==> config.mk <==
export PLATFORM = sky130hd
export DESIGN_NAME = alert_triggered_output_update
export DESIGN_NICKNAME = d
export VERILOG_FILES = /design/src/logic/alert_gpo_pkg.sv /design/src/logic/bit_sync.sv /design/src/logic/gpo_channel.sv /design/src/logic/alert_triggered_output_update.sv
export SDC_FILE = /design/constraint.sdc
export NUM_CORES = 1
export LEC_CHECK = 0
export BUFFER_PORTS_ARGS = -buffer_cell sky130_fd_sc_hd__buf_2
export CORE_ASPECT_RATIO = 1.1
export CORE_MARGIN = 5
export CORE_UTILIZATION = 64
export CTS_CLUSTER_DIAMETER = 50
export CTS_CLUSTER_SIZE = 10
export DETAILED_ROUTE_END_ITERATION = 6
export GPL_TIMING_DRIVEN = 0
export PLACE_DENSITY = 0.93
export SYNTH_ARGS = -nofsm -noshare
export SYNTH_HDL_FRONTEND = slang
export SYNTH_SLANG_ARGS = --single-unit
==> constraint.sdc <==
create_clock -name i_clk -period 3.65 [get_ports i_clk]
set_input_delay 0.365 -clock i_clk [delete_from_list [all_inputs] [get_ports i_clk]]
set_output_delay 0.365 -clock i_clk [all_outputs]
set_load 0.02 [all_outputs]
==> src/logic/alert_gpo_pkg.sv <==
package alert_gpo_pkg;

  // ----------------------------------------------------------------
  // sizes
  // ----------------------------------------------------------------
  localparam int unsigned CHANNELS = 8;
  localparam int unsigned ADDR_W = 8;
  localparam int unsigned DATA_W = 8;
  localparam int unsigned SRC_SEL_IDX_W = 3;

  // ----------------------------------------------------------------
  // register offsets
  // ----------------------------------------------------------------
  localparam logic [ADDR_W-1:0] ADDR_UPDATE_EN = 8'hE9;
  localparam logic [ADDR_W-1:0] ADDR_LEVEL_ON_ALERT = 8'hEB;
  localparam logic [ADDR_W-1:0] ADDR_PIN_FUNC = 8'hF0;
  localparam logic [ADDR_W-1:0] ADDR_PIN_DIR = 8'hF1;
  localparam logic [ADDR_W-1:0] ADDR_DRIVE = 8'hF2;
  localparam logic [ADDR_W-1:0] ADDR_OUT_VALUE = 8'hF3;
  localparam logic [ADDR_W-1:0] ADDR_IN_LEVEL = 8'hF4;
  // eight consecutive source-select bytes, base aligned to eight
  localparam logic [ADDR_W-1:0] ADDR_SRC_SEL_BASE = 8'hF8;

  // ----------------------------------------------------------------
  // reset values
  // ----------------------------------------------------------------
  localparam logic [DATA_W-1:0] RST_BYTE = 8'h00;
  localparam logic [DATA_W-1:0] UNMAPPED_READ = 8'h00;

  // ----------------------------------------------------------------
  // types
  // ----------------------------------------------------------------
  typedef struct packed {
    logic wr;
    logic [ADDR_W-1:0] addr;
    logic [DATA_W-1:0] data;
  } reg_write_t;

  typedef struct packed {
    logic digital;
    logic output_en;
    logic push_pull;
  } pin_mode_t;

  typedef enum logic [1:0] {
    ROLE_ANALOG,
    ROLE_INPUT,
    ROLE_OPEN_DRAIN,
    ROLE_PUSH_PULL
  } pin_role_t;

endpackage

==> src/logic/bit_sync.sv <==
module bit_sync #(
  parameter int unsigned WIDTH = alert_gpo_pkg::CHANNELS
) (
  // clock and reset
  input wire logic i_clk,
  input wire logic i_srst,
  // asynchronous levels in, synchronised levels out
  input wire logic [WIDTH-1:0] i_async,
  output logic [WIDTH-1:0] o_sync
);

  logic [WIDTH-1:0] meta_reg;
  logic [WIDTH-1:0] sync_reg;

  // two stages; only the second stage is read
  always_ff @(posedge i_clk) begin
    if (i_srst) begin
      meta_reg <= '0;
      sync_reg <= '0;
    end else begin
      meta_reg <= i_async;
      sync_reg <= meta_reg;
    end
  end

  assign o_sync = sync_reg;

endmodule // bit_sync

==> src/logic/gpo_channel.sv <==
module gpo_channel (
  // clock and reset
  input wire logic i_clk,
  input wire logic i_srst,
  // configuration
  input wire alert_gpo_pkg::pin_mode_t i_mode,
  // software write of the level
  input wire logic i_sw_wr,
  input wire logic i_sw_value,
  // alert update
  input wire logic i_trig,
  input wire logic i_trig_level,
  // level and pin
  output logic o_level,
  output logic o_pin_out,
  output logic o_pin_oe
);

  logic level_reg;
  alert_gpo_pkg::pin_role_t role;

  // ----------------------------------------------------------------
  // output level
  // ----------------------------------------------------------------
  // alert update wins over a software write in the same cycle
  always_ff @(posedge i_clk) begin
    if (i_srst) begin
      level_reg <= 1'b0;
    end else if (i_trig) begin
      level_reg <= i_trig_level;
    end else if (i_sw_wr) begin
      level_reg <= i_sw_value;
    end
  end

  // ----------------------------------------------------------------
  // pin role and drive
  // ----------------------------------------------------------------
  always_comb begin
    if (!i_mode.digital) begin
      role = alert_gpo_pkg::ROLE_ANALOG;
    end else if (!i_mode.output_en) begin
      role = alert_gpo_pkg::ROLE_INPUT;
    end else if (i_mode.push_pull) begin
      role = alert_gpo_pkg::ROLE_PUSH_PULL;
    end else begin
      role = alert_gpo_pkg::ROLE_OPEN_DRAIN;
    end
  end

  always_comb begin
    o_pin_out = 1'b0;
    o_pin_oe = 1'b0;
    unique case (role)
      alert_gpo_pkg::ROLE_ANALOG, alert_gpo_pkg::ROLE_INPUT: begin
        o_pin_oe = 1'b0;
      end
      alert_gpo_pkg::ROLE_OPEN_DRAIN: begin
        o_pin_out = 1'b0;
        o_pin_oe = !level_reg;
      end
      alert_gpo_pkg::ROLE_PUSH_PULL: begin
        o_pin_out = level_reg;
        o_pin_oe = 1'b1;
      end
    endcase
  end

  assign o_level = level_reg;
endmodule // gpo_channel

==> src/logic/alert_triggered_output_update.sv <==
module alert_triggered_output_update (
  // clock and reset
  input wire logic i_clk,
  input wire logic i_srst,
  // register port
  input wire alert_gpo_pkg::reg_write_t i_reg_wr,
  input wire logic [alert_gpo_pkg::ADDR_W-1:0] i_reg_rd_addr,
  output logic [alert_gpo_pkg::DATA_W-1:0] o_reg_rd_data,
  // alert flags from the threshold monitor
  input wire logic [alert_gpo_pkg::CHANNELS-1:0] i_alert_flags,
  // general output pins
  input wire logic [alert_gpo_pkg::CHANNELS-1:0] i_pin_in,
  output logic [alert_gpo_pkg::CHANNELS-1:0] o_pin_out,
  output logic [alert_gpo_pkg::CHANNELS-1:0] o_pin_oe
);

  localparam int unsigned N = alert_gpo_pkg::CHANNELS;
  localparam int unsigned AW = alert_gpo_pkg::ADDR_W;
  localparam int unsigned DW = alert_gpo_pkg::DATA_W;
  localparam int unsigned SW = alert_gpo_pkg::SRC_SEL_IDX_W;

  // ----------------------------------------------------------------
  // registers
  // ----------------------------------------------------------------
  logic [N-1:0] alert_update_enable_bits_reg;
  logic [N-1:0] alert_level_bits_reg;
  logic [N-1:0] pin_func_reg;
  logic [N-1:0] pin_dir_reg;
  logic [N-1:0] drive_reg;
  logic [DW-1:0] alert_source_select_reg [N];
  logic [N-1:0] alert_prev_reg;
  logic [DW-1:0] rd_data_reg;

  logic [N-1:0] pin_sync;
  logic [N-1:0] input_pin_level;
  logic [N-1:0] input_mask;
  logic [N-1:0] alert_rise;
  logic [N-1:0] sel_hit;
  logic [N-1:0] trig;
  logic [N-1:0] out_level;
  logic out_wr;
  logic [DW-1:0] rd_data_next;

  function automatic logic wr_hit(input logic [AW-1:0] addr);
    wr_hit = i_reg_wr.wr && (i_reg_wr.addr == addr);
  endfunction

  assign out_wr = wr_hit(alert_gpo_pkg::ADDR_OUT_VALUE);

  // ----------------------------------------------------------------
  // configuration writes
  // ----------------------------------------------------------------
  always_ff @(posedge i_clk) begin
    if (i_srst) begin
      alert_update_enable_bits_reg <= alert_gpo_pkg::RST_BYTE;
    end else if (wr_hit(alert_gpo_pkg::ADDR_UPDATE_EN)) begin
      alert_update_enable_bits_reg <= i_reg_wr.data;
    end
  end

  always_ff @(posedge i_clk) begin
    if (i_srst) begin
      alert_level_bits_reg <= alert_gpo_pkg::RST_BYTE;
    end else if (wr_hit(alert_gpo_pkg::ADDR_LEVEL_ON_ALERT)) begin
      alert_level_bits_reg <= i_reg_wr.data;
    end
  end

  always_ff @(posedge i_clk) begin
    if (i_srst) begin
      pin_func_reg <= alert_gpo_pkg::RST_BYTE;
      pin_dir_reg <= alert_gpo_pkg::RST_BYTE;
      drive_reg <= alert_gpo_pkg::RST_BYTE;
    end else begin
      if (wr_hit(alert_gpo_pkg::ADDR_PIN_FUNC)) begin
        pin_func_reg <= i_reg_wr.data;
      end
      if (wr_hit(alert_gpo_pkg::ADDR_PIN_DIR)) begin
        pin_dir_reg <= i_reg_wr.data;
      end
      if (wr_hit(alert_gpo_pkg::ADDR_DRIVE)) begin
        drive_reg <= i_reg_wr.data;
      end
    end
  end

  always_ff @(posedge i_clk) begin
    if (i_srst) begin
      for (int i = 0; i < N; i++) begin
        alert_source_select_reg[i] <= alert_gpo_pkg::RST_BYTE;
      end
    end else begin
      for (int i = 0; i < N; i++) begin
        if (wr_hit(AW'(alert_gpo_pkg::ADDR_SRC_SEL_BASE + AW'(i)))) begin
          alert_source_select_reg[i] <= i_reg_wr.data;
        end
      end
    end
  end

  // ----------------------------------------------------------------
  // alert edge detection
  // ----------------------------------------------------------------
  always_ff @(posedge i_clk) begin
    if (i_srst) begin
      alert_prev_reg <= alert_gpo_pkg::RST_BYTE;
    end else begin
      alert_prev_reg <= i_alert_flags;
    end
  end

  // a flag held high produces one rise only
  assign alert_rise = i_alert_flags & ~alert_prev_reg;

  // ----------------------------------------------------------------
  // output channels
  // ----------------------------------------------------------------
  for (genvar g = 0; g < N; g++) begin : g_ch
    alert_gpo_pkg::pin_mode_t mode;
    assign mode = '{digital: pin_func_reg[g], output_en: pin_dir_reg[g],
                    push_pull: drive_reg[g]};
    assign sel_hit[g] = |(alert_source_select_reg[g] & alert_rise);
    assign trig[g] = alert_update_enable_bits_reg[g] && sel_hit[g];

    gpo_channel u_channel (
      .i_clk(i_clk),
      .i_srst(i_srst),
      .i_mode(mode),
      .i_sw_wr(out_wr),
      .i_sw_value(i_reg_wr.data[g]),
      .i_trig(trig[g]),
      .i_trig_level(alert_level_bits_reg[g]),
      .o_level(out_level[g]),
      .o_pin_out(o_pin_out[g]),
      .o_pin_oe(o_pin_oe[g])
    );
  end

  // ----------------------------------------------------------------
  // pin input path
  // ----------------------------------------------------------------
  bit_sync #(
    .WIDTH(N)
  ) u_pin_sync (
    .i_clk(i_clk),
    .i_srst(i_srst),
    .i_async(i_pin_in),
    .o_sync(pin_sync)
  );

  assign input_mask = pin_func_reg & ~pin_dir_reg;
  assign input_pin_level = pin_sync & input_mask;

  // ----------------------------------------------------------------
  // register read
  // ----------------------------------------------------------------
  always_comb begin
    rd_data_next = alert_gpo_pkg::UNMAPPED_READ;
    if (i_reg_rd_addr[AW-1:SW] == alert_gpo_pkg::ADDR_SRC_SEL_BASE[AW-1:SW]) begin
      rd_data_next = alert_source_select_reg[i_reg_rd_addr[SW-1:0]];
    end else begin
      unique case (i_reg_rd_addr)
        alert_gpo_pkg::ADDR_UPDATE_EN: rd_data_next = alert_update_enable_bits_reg;
        alert_gpo_pkg::ADDR_LEVEL_ON_ALERT: rd_data_next = alert_level_bits_reg;
        alert_gpo_pkg::ADDR_PIN_FUNC: rd_data_next = pin_func_reg;
        alert_gpo_pkg::ADDR_PIN_DIR: rd_data_next = pin_dir_reg;
        alert_gpo_pkg::ADDR_DRIVE: rd_data_next = drive_reg;
        alert_gpo_pkg::ADDR_OUT_VALUE: rd_data_next = out_level;
        alert_gpo_pkg::ADDR_IN_LEVEL: rd_data_next = input_pin_level;
        default: rd_data_next = alert_gpo_pkg::UNMAPPED_READ;
      endcase
    end
  end

  always_ff @(posedge i_clk) begin
    if (i_srst) begin
      rd_data_reg <= alert_gpo_pkg::RST_BYTE;
    end else begin
      rd_data_reg <= rd_data_next;
    end
  end

  assign o_reg_rd_data = rd_data_reg;

  // per output: selected rising flag on an enabled output loads its level
  for (genvar c = 0; c < N; c++) begin : g_chk_update

  end
endmodule // alert_triggered_output_update

==> results.cfg <==
[status]
status = complete, no violations

[die]
chipWidth_um = 108
die_h_um = 118
fp-row-count = 39
coreArea_um2 = 10400
num_io_pins = 67
initial_utilization_pct = 65.2
die-area_um2 = 12700

[power_and_ir_drop]
switching_power_mw = 0.923
p_leak_nw = 2.92
p_per_area_nw_per_um2 = 485
vdd_drop_max_mv = 0.329
p_int_mw = 2.89
power_frac_seq_pct = 46.6
switching_share_pct = 24.2
p_comb_share_pct = 7.5
clkPwrFrac_pct = 46.0

[sta]
min_period_ns = 2.13
fin_crit_sh_pct = 58.3
setup_viol = 0
skew_ns = 0.00844
fin_tns_setup_ns = 0
rsz0062_at_grt = no
worstMarginPinSlew_ns = 0.926
finalHoldViolCount = 0
drv_slew = 0
hold-worst-slack_ns = 0.151
fmax_ghz = 0.470
slew_headroom_pct = 37.9

[layout]
utilization_pct = 75.6
final_nets = 770
fill_cells = 699
ff_latch_area_um2 = 3520
largest_register_ff_count = 64
diodes = 0
layout-drive-gt1-share_pct = 19.6
multi_input_area_um2 = 2870
syn_to_final_growth_pct = 16.0

[clock_tree]
cts_htree_levels = 4
postCtsHoldBufs = 0
postCtsSetupRepairBufs = 0
cts_tree = built
clkTransAtPathRegs_ns = 0.06
clock_path_buffers = 2
cts_resized = 0
cts_root_buf = clkbuf_16
cts.sinks = 144
clock_latency_ns = 0.43
numCtsBuffers = 17

[place]
port_buffers = 62
hpwl_um = 14300
place.gp.congestion = 0.959

[job]
cap_viol_max_count = 0

[synth]
syn-cell-area_um2 = 6780
ys_seq_area_share_pct = 52.0
synthFlopType = dfxtp_1
async_flop_share_pct = 0
ys_ff_latch = 144
synth_warnings = 0
synth_compound_area_share_pct = 11.0
ys_types = 45
avgSynthCellArea_um2 = 10.5
yosys.area_share.simple_pct = 17.6
synth_nets = 689
yosys.area_share.adder_pct = 0
synthCells = 646
synthXorXnorAreaFrac_pct = 0
synth_edf_count = 64
muxShareOfSynthArea_pct = 13.7
synth_top_family_by_area = simple AND/OR/NAND/NOR gates

[global_routing]
grt_pass1_wl_um = 30400
track_usage_pct = 31.8
grt_max_degree = 17
antenna_found_initial = 0
gr-total-overflow = 0
grt_pass1_vias = 5628

[routing]
drtPass1Iterations = 6
drt-initial-drc-count = 769
wirelength_um = 20200
ant_nets = 0
vias = 5776
vias_per_cell = 6.54
wire_per_inst_um = 22.9
route.detailed.drc = 0

[worst_setup_path]
end_kind = flop
crit_arrival_ns = 2.41
startpoint_type = primary input
crit_type = primary input to flop
worstPathMaxFanout = 10
cp_data_required_time_ns = 3.93

[min_path]
min_path_type = primary input to flop
-- critical path, stage by stage --
cell	delay, ns
buf_2	0.11
clkbuf_1	0.55
clkbuf_1	0.57
mux4_2	0.46
o21ai_0	0.23
o211ai_1	0.12
-- cells by family (layout without fill, tap and decap cells) --
| logic type | after synthesis | after routing |
|---|---|---|
| flip-flops | 144 | 144 |
| AO/OA/AOI/OAI | 104 | 104 |
| buffers and inverters | 83 | 177 |
| AND/OR/NAND/NOR | 241 | 241 |
| multiplexers | 74 | 74 |
-- Yosys cell counts, types with 2 or more instances --
| master | n | area (um^2) |
|---|---|---|
| o211ai_1 | 2 | 15.0 |
| dfxtp_1 | 80 | 1600 |
| nor2_1 | 99 | 372 |
| nand3_1 | 7 | 35.0 |
| edfxtp_1 | 64 | 1920 |
| mux4_2 | 14 | 315 |
| buf_4 | 18 | 135 |
| and3b_1 | 2 | 17.5 |
| nand2_1 | 50 | 188 |
| nor3_1 | 6 | 30.0 |
| clkbuf_1 | 28 | 105 |
| or3_1 | 4 | 25.0 |
| nor3_4 | 2 | 32.5 |
| a311oi_1 | 8 | 70.1 |
| nand4b_1 | 3 | 26.3 |
| nor4_4 | 2 | 42.5 |
| buf_2 | 5 | 25.0 |
| nand2b_1 | 4 | 25.0 |
| a211oi_1 | 2 | 15.0 |
| o22ai_1 | 5 | 31.3 |
| nor2b_1 | 38 | 238 |
| mux2i_1 | 52 | 521 |
| nand4_1 | 14 | 87.6 |
| nor4_1 | 2 | 12.5 |
| a21oi_1 | 18 | 90.1 |
| o21ai_0 | 10 | 50.1 |
| a22oi_1 | 42 | 315 |
| clkbuf_2 | 2 | 10.0 |
| mux2_1 | 8 | 90.1 |
| a32o_1 | 2 | 20.0 |
| inv_1 | 29 | 109 |
| o32ai_1 | 5 | 43.8 |
| a2111oi_0 | 2 | 17.5 |
| and4_1 | 3 | 26.3 |
| o221a_2 | 4 | 45.0 |
-- final timing paths --
path / startpoint / to / slack, ns / depth (start not counted)
setup reg to reg: alert_prev_reg[0]$_SDFF_PP0_ / g_ch[3].u_channel.o_level$_SDFFE_PP0P_ / 1.93 / 6
hold / removal: i_pin_in[6] / u_pin_sync.meta_reg[6]$_SDFF_PP0_ / 0.15 / 2
setup / recovery: i_reg_rd_addr[1] / o_reg_rd_data[0]$_SDFF_PP0_ / 1.52 / 6
hold reg to reg: u_pin_sync.meta_reg[5]$_SDFF_PP0_ / u_pin_sync.o_sync[5]$_SDFF_PP0_ / 0.44 / 1
-- metal layers --
metal	track usage (%)	vias up	part of all wire, %
li1	-	2482	-
met5	0	-	0
met1	38.0	2776	35
met4	16.7	0	5.0
met3	6.97	93	10
met2	53.0	425	50
-- power by group through the flow --
stage | logic [mW] | clock network [mW] | registers, mW
global placement | 0.269 | 0 | 1.80
global route | 0.299 | 1.80 | 1.78
floorplan | 0.166 | 0 | 1.79
detailed placement | 0.274 | 0 | 1.81
CTS | 0.277 | 1.73 | 1.77
finish | 0.285 | 1.75 | 1.77
-- stage by stage --
step | worst slack (ns) | cell area [um^2] | total power, mW | cells
floorplan | 1.75 | 6780 | 1.96 | 646
global placement | 1.10 | 7270 | 2.07 | 851
detailed placement | 1.16 | 7270 | 2.08 | 851
CTS | 1.58 | 7860 | 3.78 | 883
global route | 1.46 | 7860 | 3.88 | 883
finish | 1.52 | 7860 | 3.81 | 883
-- cell type report --
type                    instances  share of cell area (%)
clock inverters                12                    1.66
repair buffers                 62                    3.95
well taps                     143                    2.28
multi-input cells             419                    36.5
flip-flops and latches        144                    44.8
inverters                      30                    1.43
clock buffers                  20                    5.83
plain buffers                  53                    3.50
-- placed cells by master, fill, tap and decap left out, drive strengths merged, types with 3 or more instances in the layout --
cell | Yosys | routed
dfxtp | 80 | 80
mux2 | 8 | 8
nor2b | 38 | 38
o32ai | 5 | 5
buf | 23 | 85
a22oi | 42 | 42
a311oi | 8 | 8
o21ai | 10 | 10
o221a | 4 | 4
nor2 | 100 | 100
inv | 30 | 34
nand2 | 50 | 50
o22ai | 5 | 5
nor4 | 4 | 4
or3 | 4 | 4
clkinv | 0 | 4
mux4 | 14 | 14
nand2b | 4 | 4
clkbuf | 30 | 50
edfxtp | 64 | 64
and4 | 3 | 3
nor3 | 8 | 8
nand3 | 7 | 7
a21oi | 18 | 18
mux2i | 52 | 52
nand4 | 14 | 14
nand4b | 3 | 3
Power figures use the tool's default switching activity.
